--- src/verilog/test_pattern_pkg.sv ---
// Purpose: Shared constants for the output test pattern generator.
// Assumes: Registers are reached over an 8-bit address/data read/write port.
// Notes: Pattern words are 16 bits and cut to the bus width by keeping the MSB end.
package test_pattern_pkg;
  localparam logic [7:0] ADDR_TEST_CTRL = 8'hc0;
  localparam logic [7:0] ADDR_USER1_LOW = 8'hc2;
  localparam logic [7:0] ADDR_USER1_HIGH = 8'hc3;
  localparam logic [7:0] ADDR_USER2_LOW = 8'hc4;
  localparam logic [7:0] ADDR_USER2_HIGH = 8'hc5;
  localparam logic [7:0] RESET_BYTE = 8'h00;
  localparam int MODE_LSB = 6;
  localparam int MODE_MSB = 7;
  localparam int PATT_LSB = 0;
  localparam int PATT_MSB = 3;
  localparam logic [1:0] MODE_STATIC = 2'h0;
  localparam logic [1:0] MODE_ALTERNATE = 2'h1;
  localparam logic [3:0] PATT_OFF = 4'h0;
  localparam logic [3:0] PATT_MIDSCALE = 4'h1;
  localparam logic [3:0] PATT_POS_FULL = 4'h2;
  localparam logic [3:0] PATT_NEG_FULL = 4'h3;
  localparam logic [3:0] PATT_CHECKER = 4'h4;
  localparam logic [3:0] PATT_ONE_ZERO = 4'h7;
  localparam logic [3:0] PATT_USER = 4'h8;
  localparam logic [15:0] WORD_MIDSCALE = 16'h8000;
  localparam logic [15:0] WORD_ONES = 16'hffff;
  localparam logic [15:0] WORD_ZEROS = 16'h0000;
  localparam logic [15:0] WORD_CHECK_A = 16'haaaa;
  localparam logic [15:0] WORD_CHECK_B = 16'h5555;
  localparam int FIFO_DEPTH = 16;
endpackage

--- src/verilog/sample_stream_if.sv ---
// Purpose: Valid/ready sample stream between generator and output FIFO.
// Assumes: One clock domain.
// Notes: Source drives valid and data; sink drives ready.
`timescale 1ns/100ps
interface sample_stream_if #(parameter int WIDTH = 12);
  logic valid;
  logic ready;
  logic [WIDTH-1:0] data;
  modport source (output valid, output data, input ready);
  modport sink (input valid, input data, output ready);
endinterface

--- src/verilog/sample_fifo.sv ---
// Purpose: Synchronous FIFO buffering output samples.
// Assumes: Depth is a power of two.
// Notes: Full and empty are exact; ready on the fill side is not full.
`timescale 1ns/100ps
module sample_fifo #(
  parameter int WIDTH = 12,
  parameter int DEPTH = 16
) (
  input wire logic core_clk,
  input wire logic nrst,
  sample_stream_if.sink in_s,
  output logic out_valid,
  input wire logic out_ready,
  output logic [WIDTH-1:0] out_data
);
  localparam int AW = $clog2(DEPTH);
  // Pointer wrap relies on a power-of-two depth
  if (DEPTH < 2 || (1 << AW) != DEPTH) begin : g_bad_depth
    $error("sample_fifo depth must be a power of two");
  end
  logic [WIDTH-1:0] mem [DEPTH];
  logic [AW:0] wr_ptr_r;
  logic [AW:0] rd_ptr_r;
  logic full;
  logic push;
  logic pop;

  // Pointer compare gives honest full and empty
  assign full = (wr_ptr_r[AW] != rd_ptr_r[AW]) &&
    (wr_ptr_r[AW-1:0] == rd_ptr_r[AW-1:0]);
  assign out_valid = (wr_ptr_r != rd_ptr_r);
  assign in_s.ready = !full;
  assign push = in_s.valid && !full;
  assign pop = out_valid && out_ready;
  assign out_data = mem[rd_ptr_r[AW-1:0]];

  // Storage write
  always_ff @(posedge core_clk) begin
    if (push) begin
      mem[wr_ptr_r[AW-1:0]] <= in_s.data;
    end
  end

  // Pointer update
  always_ff @(posedge core_clk or negedge nrst) begin
    if (!nrst) begin
      wr_ptr_r <= '0;
      rd_ptr_r <= '0;
    end else begin
      if (push) begin
        wr_ptr_r <= wr_ptr_r + 1'b1;
      end
      if (pop) begin
        rd_ptr_r <= rd_ptr_r + 1'b1;
      end
    end
  end
endmodule // sample_fifo

--- src/verilog/output_test_pattern_generator.sv ---
// Purpose: Replace converter samples on the output bus with test words.
// Assumes: Register writes and reads use a simple synchronous byte port.
// Notes: Output data leaves through a FIFO that the capture side can stall.
// Notes: Control changes act on the next accepted sample, unsynchronised.
`timescale 1ns/100ps
module output_test_pattern_generator #(
  parameter int WIDTH = 12
) (
  input wire logic core_clk,
  input wire logic nrst,
  input wire logic reg_wr,
  input wire logic reg_rd,
  input wire logic [7:0] reg_addr,
  input wire logic [7:0] reg_wdata,
  output logic [7:0] reg_rdata,
  input wire logic sample_valid,
  input wire logic [WIDTH-1:0] sample_data,
  output logic sample_ready,
  output logic out_valid,
  input wire logic out_ready,
  output logic [WIDTH-1:0] out_data,
  output logic pattern_active
);
  // Pattern words are 16 bits, so a wider bus cannot be filled
  if (WIDTH < 1 || WIDTH > 16) begin : g_bad_width
    $error("output bus width must be 1 to 16");
  end

  // Register copies and read data
  logic [7:0] test_pattern_control_r;
  logic [7:0] user_word1_low_r;
  logic [7:0] user_word1_high_r;
  logic [7:0] user_word2_low_r;
  logic [7:0] user_word2_high_r;
  logic [7:0] reg_rdata_r;
  logic phase_r;

  // Decoded control fields and assembled user words
  logic [1:0] test_mode;
  logic [3:0] patt_code;
  logic [15:0] first_user_word;
  logic [15:0] second_user_word;

  // Pattern table results
  logic [15:0] word1;
  logic [15:0] word2;
  logic has_word2;
  logic patt_on;

  // Word selection and the stream into the buffer
  logic alt_mode;
  logic [15:0] sel_word;
  logic [WIDTH-1:0] gen_data;
  logic gen_valid;

  // Stream from the word selector into the output buffer
  sample_stream_if #(.WIDTH(WIDTH)) gen_s ();

  // Control field decode and user word assembly
  assign test_mode = test_pattern_control_r[
    test_pattern_pkg::MODE_MSB:test_pattern_pkg::MODE_LSB];
  assign patt_code = test_pattern_control_r[
    test_pattern_pkg::PATT_MSB:test_pattern_pkg::PATT_LSB];
  assign first_user_word = {user_word1_high_r, user_word1_low_r};
  assign second_user_word = {user_word2_high_r, user_word2_low_r};

  // Register writes, applied immediately, without waiting for a sample
  always_ff @(posedge core_clk or negedge nrst) begin
    if (!nrst) begin
      test_pattern_control_r <= test_pattern_pkg::RESET_BYTE;
      user_word1_low_r <= test_pattern_pkg::RESET_BYTE;
      user_word1_high_r <= test_pattern_pkg::RESET_BYTE;
      user_word2_low_r <= test_pattern_pkg::RESET_BYTE;
      user_word2_high_r <= test_pattern_pkg::RESET_BYTE;
    end else if (reg_wr) begin
      case (reg_addr)
        test_pattern_pkg::ADDR_TEST_CTRL: begin
          test_pattern_control_r <= reg_wdata;
        end
        test_pattern_pkg::ADDR_USER1_LOW: begin
          user_word1_low_r <= reg_wdata;
        end
        test_pattern_pkg::ADDR_USER1_HIGH: begin
          user_word1_high_r <= reg_wdata;
        end
        test_pattern_pkg::ADDR_USER2_LOW: begin
          user_word2_low_r <= reg_wdata;
        end
        test_pattern_pkg::ADDR_USER2_HIGH: begin
          user_word2_high_r <= reg_wdata;
        end
        default: begin
          // Unmapped addresses are ignored
        end
      endcase
    end
  end

  // Register read-back, one cycle after the strobe; unmapped reads zero
  always_ff @(posedge core_clk or negedge nrst) begin
    if (!nrst) begin
      reg_rdata_r <= 8'h00;
    end else if (reg_rd) begin
      case (reg_addr)
        test_pattern_pkg::ADDR_TEST_CTRL: begin
          reg_rdata_r <= test_pattern_control_r;
        end
        test_pattern_pkg::ADDR_USER1_LOW: begin
          reg_rdata_r <= user_word1_low_r;
        end
        test_pattern_pkg::ADDR_USER1_HIGH: begin
          reg_rdata_r <= user_word1_high_r;
        end
        test_pattern_pkg::ADDR_USER2_LOW: begin
          reg_rdata_r <= user_word2_low_r;
        end
        test_pattern_pkg::ADDR_USER2_HIGH: begin
          reg_rdata_r <= user_word2_high_r;
        end
        default: begin
          reg_rdata_r <= 8'h00;
        end
      endcase
    end
  end
  // Read data holds until the next read strobe
  assign reg_rdata = reg_rdata_r;

  // Pattern table: word pair and whether a second word exists
  always_comb begin
    word1 = test_pattern_pkg::WORD_ZEROS;
    word2 = test_pattern_pkg::WORD_ZEROS;
    has_word2 = 1'b0;
    patt_on = 1'b1;
    case (patt_code)
      test_pattern_pkg::PATT_OFF: begin
        patt_on = 1'b0;
      end
      test_pattern_pkg::PATT_MIDSCALE: begin
        word1 = test_pattern_pkg::WORD_MIDSCALE;
      end
      test_pattern_pkg::PATT_POS_FULL: begin
        word1 = test_pattern_pkg::WORD_ONES;
      end
      test_pattern_pkg::PATT_NEG_FULL: begin
        word1 = test_pattern_pkg::WORD_ZEROS;
      end
      test_pattern_pkg::PATT_CHECKER: begin
        word1 = test_pattern_pkg::WORD_CHECK_A;
        word2 = test_pattern_pkg::WORD_CHECK_B;
        has_word2 = 1'b1;
      end
      test_pattern_pkg::PATT_ONE_ZERO: begin
        word1 = test_pattern_pkg::WORD_ONES;
        word2 = test_pattern_pkg::WORD_ZEROS;
        has_word2 = 1'b1;
      end
      test_pattern_pkg::PATT_USER: begin
        word1 = first_user_word;
        word2 = second_user_word;
        has_word2 = 1'b1;
      end
      default: begin
        patt_on = 1'b0; // Reserved codes carry no pattern
      end
    endcase
  end

  // Phase only runs while a live pattern is in alternate mode
  assign alt_mode = patt_on &&
    (test_mode == test_pattern_pkg::MODE_ALTERNATE);

  // Output phase toggles on each word accepted in alternate mode
  always_ff @(posedge core_clk or negedge nrst) begin
    if (!nrst) begin
      phase_r <= 1'b0;
    end else if (!alt_mode) begin
      phase_r <= 1'b0;
    end else if (gen_valid && gen_s.ready) begin
      phase_r <= !phase_r;
    end
  end

  // Word choice: static holds word 1, alternate swaps by phase
  always_comb begin
    sel_word = word1;
    if (test_mode == test_pattern_pkg::MODE_ALTERNATE && phase_r) begin
      sel_word = has_word2 ? word2 : word1;
    end
  end

  // Patterns pace at the sample rate; off passes samples through
  assign gen_valid = sample_valid;
  assign gen_data = patt_on ? sel_word[15 -: WIDTH] : sample_data;
  assign gen_s.valid = gen_valid;
  assign gen_s.data = gen_data;
  assign sample_ready = gen_s.ready;
  assign pattern_active = patt_on;

  // Output buffer lets the capture side stall the stream
  sample_fifo #(
    .WIDTH(WIDTH),
    .DEPTH(test_pattern_pkg::FIFO_DEPTH)
  ) out_fifo (
    .core_clk(core_clk),
    .nrst(nrst),
    .in_s(gen_s),
    .out_valid(out_valid),
    .out_ready(out_ready),
    .out_data(out_data)
  );
endmodule // output_test_pattern_generator

--- config.mk ---
export PLATFORM = sky130hd
export DESIGN_NAME = output_test_pattern_generator
export DESIGN_NICKNAME = d
export VERILOG_FILES = /design/src/verilog/test_pattern_pkg.sv /design/src/verilog/sample_stream_if.sv /design/src/verilog/sample_fifo.sv /design/src/verilog/output_test_pattern_generator.sv
export SDC_FILE = /design/constraint.sdc
export NUM_CORES = 1
export LEC_CHECK = 0
export ABC_CLOCK_PERIOD_IN_PS = 3200
export BUFFER_PORTS_ARGS = -buffer_cell sky130_fd_sc_hd__buf_4
export CORE_MARGIN = 2
export CORE_UTILIZATION = 38
export DETAILED_ROUTE_END_ITERATION = 8
export SLEW_MARGIN = 15
export SYNTH_ARGS = -nofsm -noshare
export SYNTH_HDL_FRONTEND = slang
export SYNTH_HIERARCHICAL = 1
export SYNTH_SLANG_ARGS = --single-unit
--- constraint.sdc ---
create_clock -name core_clk -period 3.2 [get_ports core_clk]
set_clock_uncertainty 0.15 [all_clocks]
set_input_delay 0.32 -clock core_clk [delete_from_list [all_inputs] [get_ports core_clk]]
set_output_delay 0.32 -clock core_clk [all_outputs]
set_load 0.05 [all_outputs]
## Yosys cells after proc, flatten, opt, wreduce, memory -nomap -nowiden

Memories as Yosys holds them, arrays and structs flattened.
Index checks and enable logic that the tools add are counted.

- Multiplexer cells: 12
- Add/subtract/negate cells: 2
- Eq/ne operators: 16
- Reductions and logical operators: 15

Operators by type and width:

| operator | number |
|---|---|
| $pmux 16 s4 | 1 |
| $eq 8x8->1 const B | 5 |
| $pmux 8 s5 | 1 |
| $mux 16 | 2 |
| $pmux 16 s2 | 1 |
| $mux 12 | 1 |
| $add 5x1->5 const B | 2 |
| $reduce_and 2->1 | 5 |
| $eq 4x2->1 const B | 2 |
| $eq 4x3->1 const B | 2 |
| $mux 1 | 6 |
| $reduce_or 6->1 | 1 |
| $logic_and 1x1->1 | 5 |
| $ne 5x5->1 | 1 |
| $eq 4x1->1 const B | 1 |
| $eq 4x4->1 | 1 |
| $eq 4x4->1 const B | 1 |
| $reduce_or 3->1 | 1 |
| $eq 2x1->1 const B | 1 |
| $logic_not 1->1 | 2 |
| $ne 2x1->1 const B | 1 |
| $reduce_or 2->1 | 1 |
| $ne 1x1->1 | 1 |

- Output and inout port bits: 23
- Bits in writable memories: 192
- Input bits: 34
- Logic and storage cells: 55
- Memories kept: 1
- Register bits: 59

Memory list:

| memory | words | width | read ports | clocked after Yosys merged registers in | write ports | RTL line | RTL |
|---|---|---|---|---|---|---|---|
| out_fifo.mem | 16 | 12 | 1 | 0 | 1 | sample_fifo.sv:21 | `logic [WIDTH-1:0] mem [DEPTH];` |

## Depth between registers and ports, before layout

- Depth after elaboration: 6
- Gate-level depth with buffers: 8
- Depth with buffers taken out: 7

## Hierarchy

Netlist, hierarchy kept.

By module, submodules not included:

| module | instances | cells each | sequential area each (um^2) | area an instance (um^2) |
|---|---|---|---|---|
| sample_fifo | 1 | 379 | 6015.8 | 7928.9 |
| output_test_pattern_generator | 1 | 231 | 1226.2 | 2730.1 |

## Worst setup path before layout

Ideal clock, no wire load.

- Path kind: register -> register
- Start: register out_fifo.rd_ptr_r[1]
- End: memory out_fifo.mem[5][0] (enable)
- Cell stages (with the launch flop): 6
- Path buffers: 1
- Required time: 2.651 ns
- Setup slack: 0.678 ns
- Period minus slack after synthesis: 2.522 ns
- Library setup time: 0.399 ns
- Arrival: 1.973 ns
- Cells stage by stage: dfrtp_1 > buf_6 > xnor2_1 > nand4_2 > o21ai_1 > nor3b_1

- Word-level cells in the longest chain between the ends: 6

RTL lines:

| item | RTL line | RTL |
|---|---|---|
| start, declared | sample_fifo.sv:23 | `logic [AW:0] rd_ptr_r;` |
| start signal, assigned | sample_fifo.sv:54 | `rd_ptr_r <= rd_ptr_r + 1'b1;` |
| $eq 4x4->1 | sample_fifo.sv:30 | `(wr_ptr_r[AW-1:0] == rd_ptr_r[AW-1:0]);` |
| $logic_and 1x1->1 | sample_fifo.sv:29 | `assign full = (wr_ptr_r[AW] != rd_ptr_r[AW]) &&` |
| $logic_not 1->1 | sample_fifo.sv:33 | `assign push = in_s.valid && !full;` |
| $logic_and 1x1->1 | sample_fifo.sv:33 |  |
| $mux 1 | sample_fifo.sv:39 | `if (push) begin` |
| $mux 1 (not written as such) | sample_fifo.sv:40 | `mem[wr_ptr_r[AW-1:0]] <= in_s.data;` |
| end, declared | sample_fifo.sv:21 |  |

No other way between the ends.

## Worst setup path in the final report

- Start: register out_fifo.rd_ptr_r[2]
- End: output port out_data[0]

- Word-level cells in the longest chain between the ends: 1

RTL lines:

| item | RTL line | RTL |
|---|---|---|
| $mem_v2 16x12 | n/a |  |
| end, declared | output_test_pattern_generator.sv:21 | `output logic [WIDTH-1:0] out_data,` |

No other way between the ends.

==> results.cfg <==
[layout]
drive_gt1_frac = 0.3225
stdcell_area_um2 = 12490
syn_to_final_growth_pct = 17.14
diodes = 0
finalNetCount = 729

[floorplan]
pin_count = 57
initial_utilization = 0.3847
dieArea_um2 = 29410
fp.dieH_um = 171.5
num_rows = 61
fp.dieW_um = 171.5
core-area_um2 = 27710

[hold_path]
hold_path_class = input port to register
worstHoldStart = reg_addr[2]
worstHoldEndpoint = reg_rdata[1]
hold_path_depth = 3

[yosys]
ys_async_sr_fraction = 0.2351
synth_edf_count = 192
ys_warn_count = 6
ys_ff_latch = 251
syn_inst = 610
syn_area_per_cell_um2 = 17.47
synth_cell_type_count = 56
yosysTopAreaCell = edfxtp_1
ys_top_cells_by_count = 192 x edfxtp_1, 59 x dfrtp_1, 48 x mux4_2, 46 x mux2_2, 37 x nand2_1
netlist.area_leader.share = 0.5409
synthTopCellsByArea = edfxtp_1 54%, dfrtp_1 14%, mux4_2 10%
synth_nets = 649
seq_area_frac_synth = 0.6794
yosysMostFrequentCell = edfxtp_1
syn_area_um2 = 10660
ys.flop_type = edfxtp_1

[detailed_routing]
dr.pass1.iters = 7
via_per_inst = 5.369
vias = 5841
route.detailed.drc = 0
drt-initial-drc-count = 503
wirelength_um = 24030
ant_nets = 0
avgRoutedWirePerCell_um = 22.08

[setup_path]
startpoint = out_fifo/rd_ptr_r[2]
cp_data_arrival_time_ns = 2.60
endpoint_kind = output pin
crit_fanout = 51
r2r-end = out_fifo/mem[7][10]
path_cells = buf_4 > mux4_2 > a22oi_1 > nand2_1 > buf_4
r2r_cells = 3
critPathKind = register to output pin
max_stage_delay_ns = 0.61
crit_path_start_kind = register
cp.required_ns = 2.73
cp_common_cell = buf_4
cp_slowest_cell = buf_4
timing.rr.start = out_fifo/rd_ptr_r[4]
reg2reg_slack_ns = 0.55

[sta]
drv_slew = 0
tightest_slew_ns = 1.130
period_minus_slack_ns = 3.074
setup_viol = 0
finalHoldViolCount = 0
relSlewSlack = 0.2438
rsz0062_at_grt = false
max_freq_ghz = 0.3253
tns_ns = 0
finalCritPeriodShare = 0.9605

[global_routing]
overflow = 0
grtUsageTotal = 0.1691
grt_pass1_wl_um = 37030
antenna_found_initial = 0
grt_start_max_net_pins = 60
first_global_vias = 6127

[clocking]
cts_num_sinks = 251
cts_buffers = 26
cts_max_path_buffers = 3
clk_latency_ns = 0.53
htreeDepth = 1
cts-root-buf = clkbuf_16
clk_pin_slew_ns = 0.06
postCtsSetupBuffers = 0
cts_tree = yes

[power]
p_leak_nw = 4.512
peakVddDrop_mv = 0.3412
p_per_area_nw_per_um2 = 841.1

[flow_run]
cap_violations = 0

[place]
dp_hpwl_um = 15650
port-buffer-count = 56
dpl_cell_area_um2 = 11540
place_congestion = 0.8464

[run_status]
outcome = finished clean
==> metal layers <==
| metal | wire length [um] | track usage |
|---|---|---|
| met1 | 10410 | 0.2301 |
| met2 | 12040 | 0.2872 |
| met3 | 1022 | 0.01933 |
| met4 | 556 | 0.04901 |
| met5 | 0 | 0 |
==> stage by stage <==
step                      hold slack, ns  std cells  worst slack [ns]    util  total power [W]
after floorplan                  -0.1256        610            0.6779       -         0.006654
after global placement            0.2775       1028            0.6454  0.4166         0.007662
after detailed placement          0.2906       1028            0.6060  0.4166         0.007728
after CTS                         0.1167       1088           0.07854  0.4505          0.01060
after global routing              0.1589       1088           0.04401  0.4507          0.01098
final                             0.1366       1088            0.1263  0.4507          0.01050
==> sequential cells by signal, indices dropped and copies added, names as in the netlist <==
| name | cells |
|---|---|
| out_fifo/mem | 192 |
| reg_rdata | 8 |
| test_pattern_control_r | 8 |
| user_word1_high_r | 8 |
| user_word1_low_r | 8 |
| user_word2_high_r | 8 |
| user_word2_low_r | 8 |
| out_fifo/rd_ptr_r | 5 |
| out_fifo/wr_ptr_r | 5 |
| phase_r | 1 |
==> report_power, final <==
| part | internal [W] | switching (W) |
|---|---|---|
| clock | 0.00165 | 0.00122 |
| combinational | 0.00130 | 0.00218 |
| sequential | 0.00397 | 0.000182 |
| total | 0.00692 | 0.00358 |
==> cells in the final DEF (no fill, tap or decap), types with 7 or more instances in the layout <==
master and n:
a21oi_1 12, a22oi_1 28, nor3_2 7, inv_1 14
nand2_1 37, o22a_1 10, dlygate4sd3_1 12, mux2_2 46
clkinv_1 8, mux4_2 48, buf_4 72, mux2i_1 19
dfrtp_1 57, xnor2_1 12, o22ai_1 13, clkbuf_16 26
nor2_1 8, edfxtp_1 192
==> cell type report <==
type	count	area, um^2
fillers	2360	15220
flip-flops and latches	251	7247
multi-input cells	312	3213
repair buffers	85	680.7
clock buffers	28	658.1
well taps	378	473.0
clock inverters	20	161.4
inverters	14	52.55
==> kinds of logic (layout without fill, tap and decap cells) <==
| group | count (synthesis) | count (layout) | share of synthesized area |
|---|---|---|---|
| buffers and inverters | 47 | 147 | 0.02336 |
| and+or+nand+nor | 92 | 92 | 0.05071 |
| DFF | 251 | 251 | 0.6794 |
| muxes | 120 | 120 | 0.1760 |
| adders and majority gates | 5 | 5 | 0.005869 |
| xor gates and xnor gates | 14 | 14 | 0.01150 |
| AOI/OAI and AO/OA | 81 | 81 | 0.05318 |
==> worst max-delay path by stage <==
| stage | end | slack, ns | depth (start not counted) |
|---|---|---|---|
| final | out_data[0] | 0.13 | 5 |
| after global routing | out_data[1] | 0.04 | 5 |
| after CTS | sample_ready | 0.08 | 5 |
| after detailed placement | out_fifo/mem[7][7] | 0.61 | 3 |
| after global placement | out_fifo/mem[14][2] | 0.65 | 3 |
| after floorplan | out_fifo/mem[5][0] | 0.68 | 5 |
==> worst max-delay path: cells and delay by family (launching register included) <==
kind                   cells  cell delay (ns)
multiplexers               1             0.41
AO/OA/AOI/OAI              1             0.38
flip-flops                 1             0.36
AND/OR/NAND/NOR            1             0.10
buffers and inverters      2             0.81
==> repair_timing <==
item	4_1_cts	5_1_grt
hold buffers	12	0
endpoints found under the setup margin	0	3
resized for setup	0	2
hold endpoints to repair	110	0
Power figures use the tool's default switching activity.
